**config.mk**
```make
export PLATFORM = sky130hd
export DESIGN_NAME = cbct_cycle_timing
export DESIGN_NICKNAME = d
export VERILOG_FILES = /design/src/core/cbct_pkg.sv /design/src/core/cbct_cycle_timing.sv
export SDC_FILE = /design/constraint.sdc
export NUM_CORES = 1
export LEC_CHECK = 0
export BUFFER_PORTS_ARGS = -buffer_cell sky130_fd_sc_hd__buf_4
export CAP_MARGIN = 20
export CORE_MARGIN = 2
export CORE_UTILIZATION = 37
export DETAILED_ROUTE_END_ITERATION = 16
export PLACE_DENSITY = 0.6
export SLEW_MARGIN = 20
export SYNTH_ARGS = -nofsm -noshare
export SYNTH_HDL_FRONTEND = slang
export SYNTH_SLANG_ARGS = --single-unit
```
**constraint.sdc**
```tcl
create_clock -name mclk_i -period 4.66 [get_ports mclk_i]
set_input_delay 0.233 -clock mclk_i [delete_from_list [all_inputs] [get_ports mclk_i]]
set_output_delay 0.233 -clock mclk_i [all_outputs]
set_load 0.01 [all_outputs]
```
**src/core/cbct_pkg.sv**
```systemverilog
package cbct_pkg;

    // ********************************************************************
    // Cycle adjustment constants
    // ********************************************************************
    localparam logic [3:0] CBCT_ONE_CYCLE      = 4'h1;
    localparam logic [3:0] CBCT_WAIT_HOLD      = 4'h2;
    localparam logic [7:0] CBCT_DL_ZERO        = 8'h00;
    localparam logic [3:0] CBCT_BASE_RESET     = 4'h0;
    localparam int         CBCT_CLK_NS         = 50;

    // ********************************************************************
    // Instruction classes offered by the decoder
    // ********************************************************************
    typedef enum logic [3:0] {
        CBCT_CLS_OTHER,
        CBCT_CLS_IMMEDIATE,
        CBCT_CLS_DIRECT,
        CBCT_CLS_ABS_INDEXED,
        CBCT_CLS_BRANCH,
        CBCT_CLS_INTERRUPT,
        CBCT_CLS_STATUS_OP,
        CBCT_CLS_BLOCK_MOVE
    } cbct_class_e;

    // Decoded instruction description handed in at start
    typedef struct packed {
        cbct_class_e cls;
        logic [3:0]  base_cycles;
        logic        uses_acc;
        logic        uses_index;
        logic        is_write;
        logic        page_cross;
        logic        branch_taken;
        logic [1:0]  abort_cycle;
    } cbct_instr_s;

    // Status/bank values committed after the abortable window
    typedef struct packed {
        logic [7:0] status;
        logic [7:0] program_bank_reg;
        logic [7:0] data_bank_reg;
    } cbct_commit_s;

endpackage

```
**src/core/cbct_cycle_timing.sv**
```systemverilog
`timescale 1ns/1ns
`default_nettype none
// Operation
// - 16-bit accumulator or index width adds a cycle, and an operand byte for immediate
// - Direct-page modes add one cycle when direct base low byte is nonzero
// - Abort cancels only up to the last abortable cycle, then commit state
// - Indexed absolute adds a cycle on page cross, write or 16-bit index
// - Taken branches take one cycle more than not taken
// - Emulation mode taken branch crossing a page adds one further cycle
// - Interrupt entry and return are one cycle shorter in emulation mode
// - Status bit set and clear ops take one cycle over base immediate
// - Interrupt during wait holds at cycle two for two more cycles
// - Read/write goes to read level on the first clock edge of reset, then stays there
module cbct_cycle_timing
    import cbct_pkg::*;
(
    input  wire logic         mclk_i,
    input  wire logic         rst_n_i,
    input  wire logic         start_i,
    input  wire cbct_instr_s  instr_i,
    input  wire logic         acc_width_8_i,
    input  wire logic         index_width_8_i,
    input  wire logic         emulation_i,
    input  wire logic [7:0]   direct_base_low_byte_i,
    input  wire logic         waiting_i,
    input  wire logic         abort_pin_i,
    input  wire logic         nmi_pin_i,
    input  wire logic         irq_pin_i,
    input  wire logic         write_cycle_i,
    input  wire cbct_commit_s new_state_i,
    output var  logic         busy_o,
    output var  logic         done_o,
    output var  logic         aborted_o,
    output var  logic         extra_byte_o,
    output var  logic         invalid_addr_o,
    output var  logic         read_write_o,
    output var  logic [4:0]   cycle_o,
    output var  logic [4:0]   total_o,
    output var  cbct_commit_s committed_o
);

    // ********************************************************************
    // Pin synchronisers
    // ********************************************************************
    // Abort and both interrupt pins come from off chip
    logic [2:0] sync1;
    logic [2:0] sync2;
    logic [2:0] next_sync1;
    logic [2:0] next_sync2;
    logic       abort_s;
    logic       int_s;

    always_comb begin
        next_sync1 = {abort_pin_i, nmi_pin_i, irq_pin_i};
        next_sync2 = sync1;
    end

    // Reset clears both stages so no stale request survives it
    always_ff @(posedge mclk_i) begin
        if (!rst_n_i) begin
            sync1 <= 3'h0;
            sync2 <= 3'h0;
        end else begin
            sync1 <= next_sync1;
            sync2 <= next_sync2;
        end
    end

    assign abort_s = sync2[2];
    assign int_s   = sync2[1] | sync2[0];

    // ********************************************************************
    // Cycle count arithmetic
    // ********************************************************************
    // Adjustments computed combinationally from the decoded class
    // A zero interrupt base count would wrap in emulation; the decoder never offers one
    logic       wide;
    logic [4:0] adj_total;
    logic       adj_extra_byte;
    logic       adj_invalid;

    always_comb begin
        wide           = (instr_i.uses_acc & ~acc_width_8_i)
                       | (instr_i.uses_index & ~index_width_8_i);
        adj_total      = {1'b0, instr_i.base_cycles};
        adj_extra_byte = 1'b0;
        adj_invalid    = 1'b0;
        if (wide) begin
            adj_total = adj_total + 5'h01;
        end
        case (instr_i.cls)
            CBCT_CLS_IMMEDIATE: begin
                adj_extra_byte = wide;
            end
            CBCT_CLS_DIRECT: begin
                // A direct base off a page start costs one internal cycle
                if (direct_base_low_byte_i != CBCT_DL_ZERO) begin
                    adj_total = adj_total + 5'h01;
                end
            end
            CBCT_CLS_ABS_INDEXED: begin
                // Extra cycle only once, even when several causes coincide
                if (instr_i.page_cross | instr_i.is_write | ~index_width_8_i) begin
                    adj_total   = adj_total + 5'h01;
                    adj_invalid = index_width_8_i | emulation_i;
                end
            end
            CBCT_CLS_BRANCH: begin
                // Page cross costs extra only in emulation mode
                if (instr_i.branch_taken) begin
                    adj_total = adj_total + 5'h01;
                    if (emulation_i & instr_i.page_cross) begin
                        adj_total = adj_total + 5'h01;
                    end
                end
            end
            CBCT_CLS_INTERRUPT: begin
                // No program bank push or pull in emulation mode
                if (emulation_i) begin
                    adj_total = adj_total - 5'h01;
                end
            end
            CBCT_CLS_STATUS_OP: begin
                // Mask instructions pay one cycle over plain immediate
                adj_total = adj_total + 5'h01;
            end
            default: begin
                // Remaining classes run at their base count
                adj_total = adj_total;
            end
        endcase
    end

    // ********************************************************************
    // Sequencer
    // ********************************************************************
    typedef enum logic [1:0] {
        CBCT_IDLE,
        CBCT_RUN,
        CBCT_HOLD
    } cbct_state_e;

    // Sequencer position and counters
    cbct_state_e  state;
    cbct_state_e  next_state;
    logic [4:0]   cycle;
    logic [4:0]   next_cycle;
    logic [4:0]   total;
    logic [4:0]   next_total;
    logic [1:0]   abort_last;
    logic [1:0]   next_abort_last;
    logic [3:0]   hold_cnt;
    logic [3:0]   next_hold_cnt;
    // Registered copies of the outputs
    logic         busy;
    logic         next_busy;
    logic         done;
    logic         next_done;
    logic         aborted;
    logic         next_aborted;
    logic         xbyte;
    logic         next_xbyte;
    logic         inval;
    logic         next_inval;
    logic         rw;
    logic         next_rw;
    // Status and bank values staged until the window closes
    cbct_commit_s commit;
    cbct_commit_s next_commit;
    cbct_commit_s pending;
    cbct_commit_s next_pending;

    // Next-state for the sequencer, hold counter and commit staging
    always_comb begin
        next_state      = state;
        next_cycle      = cycle;
        next_total      = total;
        next_abort_last = abort_last;
        next_hold_cnt   = hold_cnt;
        next_done       = 1'b0;
        next_aborted    = 1'b0;
        next_xbyte      = xbyte;
        next_inval      = inval;
        next_rw         = 1'b1;
        next_commit     = commit;
        next_pending    = pending;
        case (state)
            CBCT_IDLE: begin
                if (start_i) begin
                    // Counts, flags and staged state are all captured at the take
                    next_state      = CBCT_RUN;
                    next_cycle      = 5'h01;
                    next_total      = adj_total;
                    next_abort_last = instr_i.abort_cycle;
                    next_xbyte      = adj_extra_byte;
                    next_inval      = adj_invalid;
                    next_pending    = new_state_i;
                    next_rw         = ~write_cycle_i;
                end
            end
            CBCT_RUN: begin
                // Write level only while the current bus cycle is a write
                next_rw = ~write_cycle_i;
                // Abort outranks the wait hold and cancels the whole instruction
                if (abort_s && cycle <= {3'h0, abort_last}) begin
                    // Cancelled before the bank and status registers move
                    next_state   = CBCT_IDLE;
                    next_aborted = 1'b1;
                    next_cycle   = 5'h00;
                    next_rw      = 1'b1;
                end else if (waiting_i && int_s && cycle == 5'h02) begin
                    next_state    = CBCT_HOLD;
                    next_hold_cnt = CBCT_WAIT_HOLD;
                end else begin
                    // Window closes here: staged status and banks go live
                    if (cycle == {3'h0, abort_last}) begin
                        next_commit = pending;
                    end
                    // Last cycle: back to read level so no stray write follows
                    if (cycle >= total) begin
                        next_state = CBCT_IDLE;
                        next_done  = 1'b1;
                        next_cycle = 5'h00;
                        next_rw    = 1'b1;
                    end else begin
                        next_cycle = cycle + 5'h01;
                    end
                end
            end
            CBCT_HOLD: begin
                // Stays at cycle two for the two extra cycles
                // Abort is not looked at while held; it is seen again from cycle three
                next_rw       = 1'b1;
                next_hold_cnt = hold_cnt - CBCT_ONE_CYCLE;
                if (hold_cnt == CBCT_ONE_CYCLE) begin
                    next_state = CBCT_RUN;
                    next_cycle = 5'h03;
                end
            end
            default: begin
                next_state = CBCT_IDLE;
            end
        endcase
        // Busy is registered from the state it will be in
        next_busy = (next_state != CBCT_IDLE);
    end

    // Registers; reset keeps read level so no stack write happens
    always_ff @(posedge mclk_i) begin
        if (!rst_n_i) begin
            state      <= CBCT_IDLE;
            busy       <= 1'b0;
            cycle      <= 5'h00;
            total      <= 5'h00;
            abort_last <= 2'h0;
            hold_cnt   <= CBCT_BASE_RESET;
            done       <= 1'b0;
            aborted    <= 1'b0;
            xbyte      <= 1'b0;
            inval      <= 1'b0;
            rw         <= 1'b1;
            commit     <= '0;
            pending    <= '0;
        end else begin
            state      <= next_state;
            busy       <= next_busy;
            cycle      <= next_cycle;
            total      <= next_total;
            abort_last <= next_abort_last;
            hold_cnt   <= next_hold_cnt;
            done       <= next_done;
            aborted    <= next_aborted;
            xbyte      <= next_xbyte;
            inval      <= next_inval;
            rw         <= next_rw;
            commit     <= next_commit;
            pending    <= next_pending;
        end
    end

    // ********************************************************************
    // Outputs
    // ********************************************************************
    // Every output is a plain copy of a register
    // Block-move direction is left to software; nothing here checks it
    // Total stands until the next take so a slow reader still sees it
    always_comb begin
        busy_o         = busy;
        done_o         = done;
        aborted_o      = aborted;
        extra_byte_o   = xbyte;
        invalid_addr_o = inval;
        read_write_o   = rw;
        cycle_o        = cycle;
        total_o        = total;
        committed_o    = commit;
    end

endmodule
`default_nettype wire

```
Yosys cells after proc, flatten, opt, wreduce, memory -nomap -nowiden
Index checks and enable logic that the tools add are counted.
{"block": "classes", "add_sub_neg": 6, "n_lt_le_gt_ge": 2, "n_eq_ne": 16, "muxes": 32, "bitwise_logic": 15, "reduce_logical": 14}
{"op": "5-bit 2-to-1 mux", "count": 11}
{"op": "5-bit one-hot mux with 5 select lines", "count": 1}
{"op": "5-bit by 1-bit adder with 5-bit output, second input constant", "count": 3}
{"op": "5-bit one-hot mux with 3 select lines", "count": 1}
{"op": "4-bit by 3-bit equality test with 1-bit output, second input constant", "count": 3}
{"op": "2-bit 2-to-1 mux", "count": 5}
{"op": "1-bit 2-to-1 mux", "count": 9}
{"op": "4-bit by 1-bit equality test with 1-bit output, second input constant", "count": 2}
{"op": "4-bit by 2-bit equality test with 1-bit output, second input constant", "count": 2}
{"op": "4-bit 2-to-1 mux", "count": 2}
{"op": "2-bit inequality test, second input constant", "count": 4}
{"op": "4-bit one-hot mux with 2 select lines", "count": 1}
{"op": "4-bit AND reduction", "count": 2}
{"op": "8-bit nonzero test", "count": 1}
{"op": "1-bit NOT", "count": 7}
{"op": "2-bit one-hot mux with 3 select lines", "count": 1}
{"op": "4-bit by 1-bit adder with 5-bit output, second input constant", "count": 1}
{"op": "5-bit by 2-bit equality test with 1-bit output", "count": 1}
{"op": "5-bit by 2-bit equality test with 1-bit output, second input constant", "count": 1}
{"op": "5-bit greater-or-equal comparator", "count": 1}
{"op": "5-bit by 2-bit less-or-equal comparator with 1-bit output", "count": 1}
{"op": "1-bit OR", "count": 5}
{"op": "5-bit by 1-bit subtractor with 5-bit output, second input constant", "count": 1}
{"op": "2-bit AND reduction", "count": 2}
{"op": "other kinds (12)", "count": 17}
{"block": "word_totals", "reg_bits": 78, "output_inout_bits": 40}

Depth between registers and ports, before layout
{"block": "depth", "ltp_word": 9, "ltp_mapped": 13, "ltp_nobuf": 12}

Worst setup path before layout
OpenSTA, ideal clock, no wires.
{"block": "synth_timing", "path_kind": "input port to flip-flop", "start": "input port acc_width_8_i", "end": "register total[3] (netlist: total_o[3])", "setup_ns": 0.120, "arrival_ns": 2.357, "t_required_ns": 4.540, "path_slack_ns": 2.183, "path_stages": 10, "cell_sequence": "nand2b_2 > a21boi_2 > xnor2_2 > inv_2 > ha_1 > and4_1 > o31a_1 > or2_2 > xor2_1 > a211o_1"}
{"block": "synth_via", "elab_chain_cells": 9}
{"item": "from (decl)", "line_no": "cbct_cycle_timing.sv:21", "source": "input wire logic acc_width_8_i,"}
{"item": "1-bit NOT *", "line_no": "cbct_cycle_timing.sv:83", "source": "wide = (instr_i.uses_acc & ~acc_width_8_i)"}
{"item": "1-bit AND *", "line_no": "cbct_cycle_timing.sv:83"}
{"item": "1-bit OR *", "line_no": "cbct_cycle_timing.sv:84", "source": "| (instr_i.uses_index & ~index_width_8_i);"}
{"item": "5-bit 2-to-1 mux *", "line_no": "cbct_cycle_timing.sv:88", "source": "if (wide) begin"}
{"item": "5-bit by 1-bit adder with 5-bit output"}
{"item": "5-bit by 1-bit adder with 5-bit output", "line_no": "cbct_cycle_timing.sv:113", "source": "adj_total = adj_total + 5'h01;"}
{"item": "5-bit 2-to-1 mux", "line_no": "cbct_cycle_timing.sv:112", "source": "if (emulation_i & instr_i.page_cross) begin"}
{"item": "5-bit 2-to-1 mux", "line_no": "cbct_cycle_timing.sv:110", "source": "if (instr_i.branch_taken) begin"}
{"item": "5-bit one-hot mux with 5 select lines *", "line_no": "cbct_cycle_timing.sv:91", "source": "case (instr_i.cls)"}
{"item": "to (signal assigned)", "line_no": "cbct_cycle_timing.sv:268", "source": "total <= next_total;"}
{"item": "to (decl)", "line_no": "cbct_cycle_timing.sv:148", "source": "logic [4:0] total;"}
Every way passes the cells marked *; elsewhere a longest branch is shown, timed or not.
A chain may end at the register's enable or synchronous reset.

Worst setup path in the final report
{"block": "layout_timing", "start": "register cycle[1] (netlist: cycle_o[1])", "end": "register commit, in the netlist committed_o[16]"}
{"block": "layout_via", "elab_chain_cells": 4}
{"item": "from (decl)", "line_no": "cbct_cycle_timing.sv:146", "source": "logic [4:0] cycle;"}
{"item": "from (signal assigned)", "line_no": "cbct_cycle_timing.sv:267", "source": "cycle <= next_cycle;"}
{"item": "5-bit by 2-bit less-or-equal comparator with 1-bit output / 5-bit by 2-bit equality test with 1-bit output (equally long branches)", "line_no": "cbct_cycle_timing.sv:205, cbct_cycle_timing.sv:211"}
{"item": "1-bit logical AND (on tied branches)", "line_no": "cbct_cycle_timing.sv:205, cbct_cycle_timing.sv:211"}
{"item": "1-bit NOT (no source line)"}
{"item": "4-bit AND reduction (no source line) *"}
{"item": "to (signal assigned)", "line_no": "cbct_cycle_timing.sv:276", "source": "commit <= next_commit;"}
{"item": "to (decl)", "line_no": "cbct_cycle_timing.sv:168", "source": "cbct_commit_s commit;"}
Marks and branches as above.

==> results.cfg <==
[floorplanning]
design.core.area_sq_um = 10300
rows = 37
die_height_um = 107
die_area_sq_um = 11400
die_w_um = 107
floorplan.initialDensity = 0.380
num_io_pins = 98

[yosys]
number_of_enable_type_register_cells_in_the_synthesized_netlist = 0
postSynthRegisterBits = 78
synth_seq_area_share = 0.398
async_reset_ff_frac = 0
yosysWarnings = 0
netlist_instances = 488
ys.flop_type = sky130_fd_sc_hd__dfxtp_1
synth_fp_nets = 567
ys_types = 64
mappedNetlistArea_sq_um = 3920
postSynthAreaPerCell_sq_um = 8.03
leading_area_contributor_after_synthesis = sky130_fd_sc_hd__dfxtp_1
synth_largest_type_area_fraction = 0.398
post_synth_main_area_contributors = sky130_fd_sc_hd__dfxtp_1, sky130_fd_sc_hd__nand2_1, sky130_fd_sc_hd__a21oi_1

[pwr]
power.ir.vdd_worst_mv = 0.111
p_leak_nw = 2.00
power_density_nw_per_um2 = 296

[worst_setup_path]
critical_path.reg2reg.startpoint = cycle_o[1]
crit_buf_inv = 0
critPathCaptureType = register
worst_path_largest_cell_delay_ns = 0.74
start_kind = register
reg2reg_to = committed_o[16]
crit_chain = ha_1 > nor2b_1 > o21ai_1 > a21boi_1 > o21ai_1 > or3_1 > nand2_1 > a21boi_0
crit_top_cell = sky130_fd_sc_hd__o21ai_1
arrival_ns = 3.04
cpLargestDelayFamily = simple AND/OR/NAND/NOR gates
critPathSlowestCell = sky130_fd_sc_hd__or3_1
critPathRequiredTime_ns = 4.93
critical_path_peak_fanout = 24
ff2ff_path_depth = 8
reg2reg_setup_slack_ns = 1.89
path_class = reg2reg

[global_route]
grt_pass1_wl_um = 16200
grt_start_max_net_pins = 54
vias_in_the_first_global_route = 3381
grt.overflow.total = 0
global_route_usage_sum = 0.177
number_of_antenna_violations_at_the_first_check_in_global_routing = 0

[layout]
design_area_sq_um = 4930
fillers = 1031
layout.cells.most_common = sky130_fd_sc_hd__nand2_1
finalNonFillerCells = 717
mostFrequentLayoutCells = sky130_fd_sc_hd__nand2_1, sky130_fd_sc_hd__buf_4, sky130_fd_sc_hd__dfxtp_1, sky130_fd_sc_hd__a21oi_1, sky130_fd_sc_hd__ha_1
utilization_of_the_core_after_routing = 0.477
antenna_cells_inserted = 0
nets = 655
layout-drive-gt1-share = 0.234
flow.area_growth_from_synthesis_pct = 25.7

[place]
rd_place_congestion = 0.878
quantity_of_i_o_buffers_inserted_on_ports = 97
detailed_place_hpwl_um = 7150
dp_cells = 701
placedInstanceArea_sq_um = 4750
post-place-ws_ns = 1.84

[timing]
finalSetupTns_ns = 0
fmax_mhz = 361
setup_viol_count_final = 0
post-route-min-period_ns = 2.77
layout_worst_path_cycle_share = 0.594
slew_violations = 0
max_slew.worst_pin.slew_ns = 0.919
unrepaired_setup_endpoints_after_global_routing = no
post-route-worst-setup-slack_ns = 1.89
slew-limit-headroom = 0.386
clock-skew-final_ns = 0.0167
timing.final.hold_violations = 0

[routing]
routed-via-count = 3636
drt_iter0_drc = 160
finalWirelength_um = 9890
drt_first_pass_iters = 4
drt-vias-per-instance = 5.07
post_drt_wl_per_cell_um = 13.8
antenna_violating_nets_post_route = 0
drc = 0

[clock_network]
ctsLongestPathBuffers = 2
cts_setup_buffers = 0
htreeDepth = 3
clock_insertion_delay_worst_skew_ns = 0.35
worst_setup_hold_path_clk_slew_ns = 0.09
clock-root-buffer = sky130_fd_sc_hd__clkbuf_8
cts_made_buffers = 9
tritoncts = done
post_cts.resized_instances = 0
tritoncts_num_sinks = 78
post_cts_hold_fix_bufs = 0

[run]
maximum_capacitance_violations = 0

[min_path]
min_path_type = in2reg
timing.hold.worst_path_depth = 2
min_to = next_sync2[0]
hold_path.startpoint = irq_pin_i

[status]
outcome = finished clean
==> cells in the mapped netlist, drive strengths merged (4+ instances only) <==
cell	count
buf	7
o211ai	4
o21ai	15
ha	21
nand3	12
a31oi	8
nand4	4
a21oi	59
xnor2	6
dfxtp	78
and2	10
clkbuf	16
nor2	18
inv	19
a21o	4
nor3	10
a21boi	10
nand2b	6
nor4	4
nand2	129
==> area by class of cell <==
cell class              count  area, sq um  share of cell area
inverters                  19         71.3              0.0145
clock buffers               9          124              0.0251
multi-input cells         368         2200               0.446
well taps                 136          170              0.0345
repair buffers            100          751               0.152
clock inverters             7         55.1              0.0112
flip-flops and latches     78         1560               0.317
==> how the worst max path moves through the flow <==
stage	cells past startpoint	start	slack, ns	end
5_1_grt	8	cycle_o[1]	1.58	committed_o[19]
3_3_place_gp	11	instr_i[8]	1.87	total_o[3]
4_1_cts	8	cycle_o[1]	1.85	committed_o[16]
2_1_floorplan	10	acc_width_8_i	2.18	total_o[3]
3_5_place_dp	11	acc_width_8_i	1.84	total_o[3]
6_report	8	cycle_o[1]	1.89	committed_o[16]
==> state kept, by name, summed over array words and instances (netlist names) <==
name / cells
committed_o: 24
pending: 24
cycle_o: 5
total_o: 5
hold_cnt: 4
next_sync2: 3
sync2: 3
abort_last: 2
state: 2
aborted_o: 1
busy_o: 1
done_o: 1
extra_byte_o: 1
invalid_addr_o: 1
read_write_o: 1
==> routing by layer <==
metal,GRT usage,up-vias,share of wire
met1,0.230,1688,0.46
li1,-,1852,-
met4,0.0584,0,0.016
met2,0.296,83,0.48
met5,0,-,0
met3,0.0340,13,0.047
==> report_power, final <==
part	total, mW	switching [mW]	internal, mW
sequential	0.714	0.0174	0.697
combinational	0.281	0.162	0.119
clock	0.464	0.265	0.199
total	1.46	0.445	1.01
==> through the flow <==
step | hold slack [ns] | power [mW]
finish | 0.0812 | 1.46
global route | 0.0664 | 1.54
CTS | 0.0686 | 1.48
detailed placement | 0.421 | 1.01
global placement | 0.420 | 1.01
floorplan | 0.360 | 0.900
==> cells by family after synthesis <==
family,count (synthesis),synth area share
and+or+nand+nor,205,0.243
AOI/OAI and AO/OA,128,0.209
DFF,78,0.398
buffers and inverters,42,0.0415
adders and majority gates,21,0.0670
xor gates and xnor gates,10,0.0278
muxes,4,0.0137
Power figures use the tool's default switching activity.
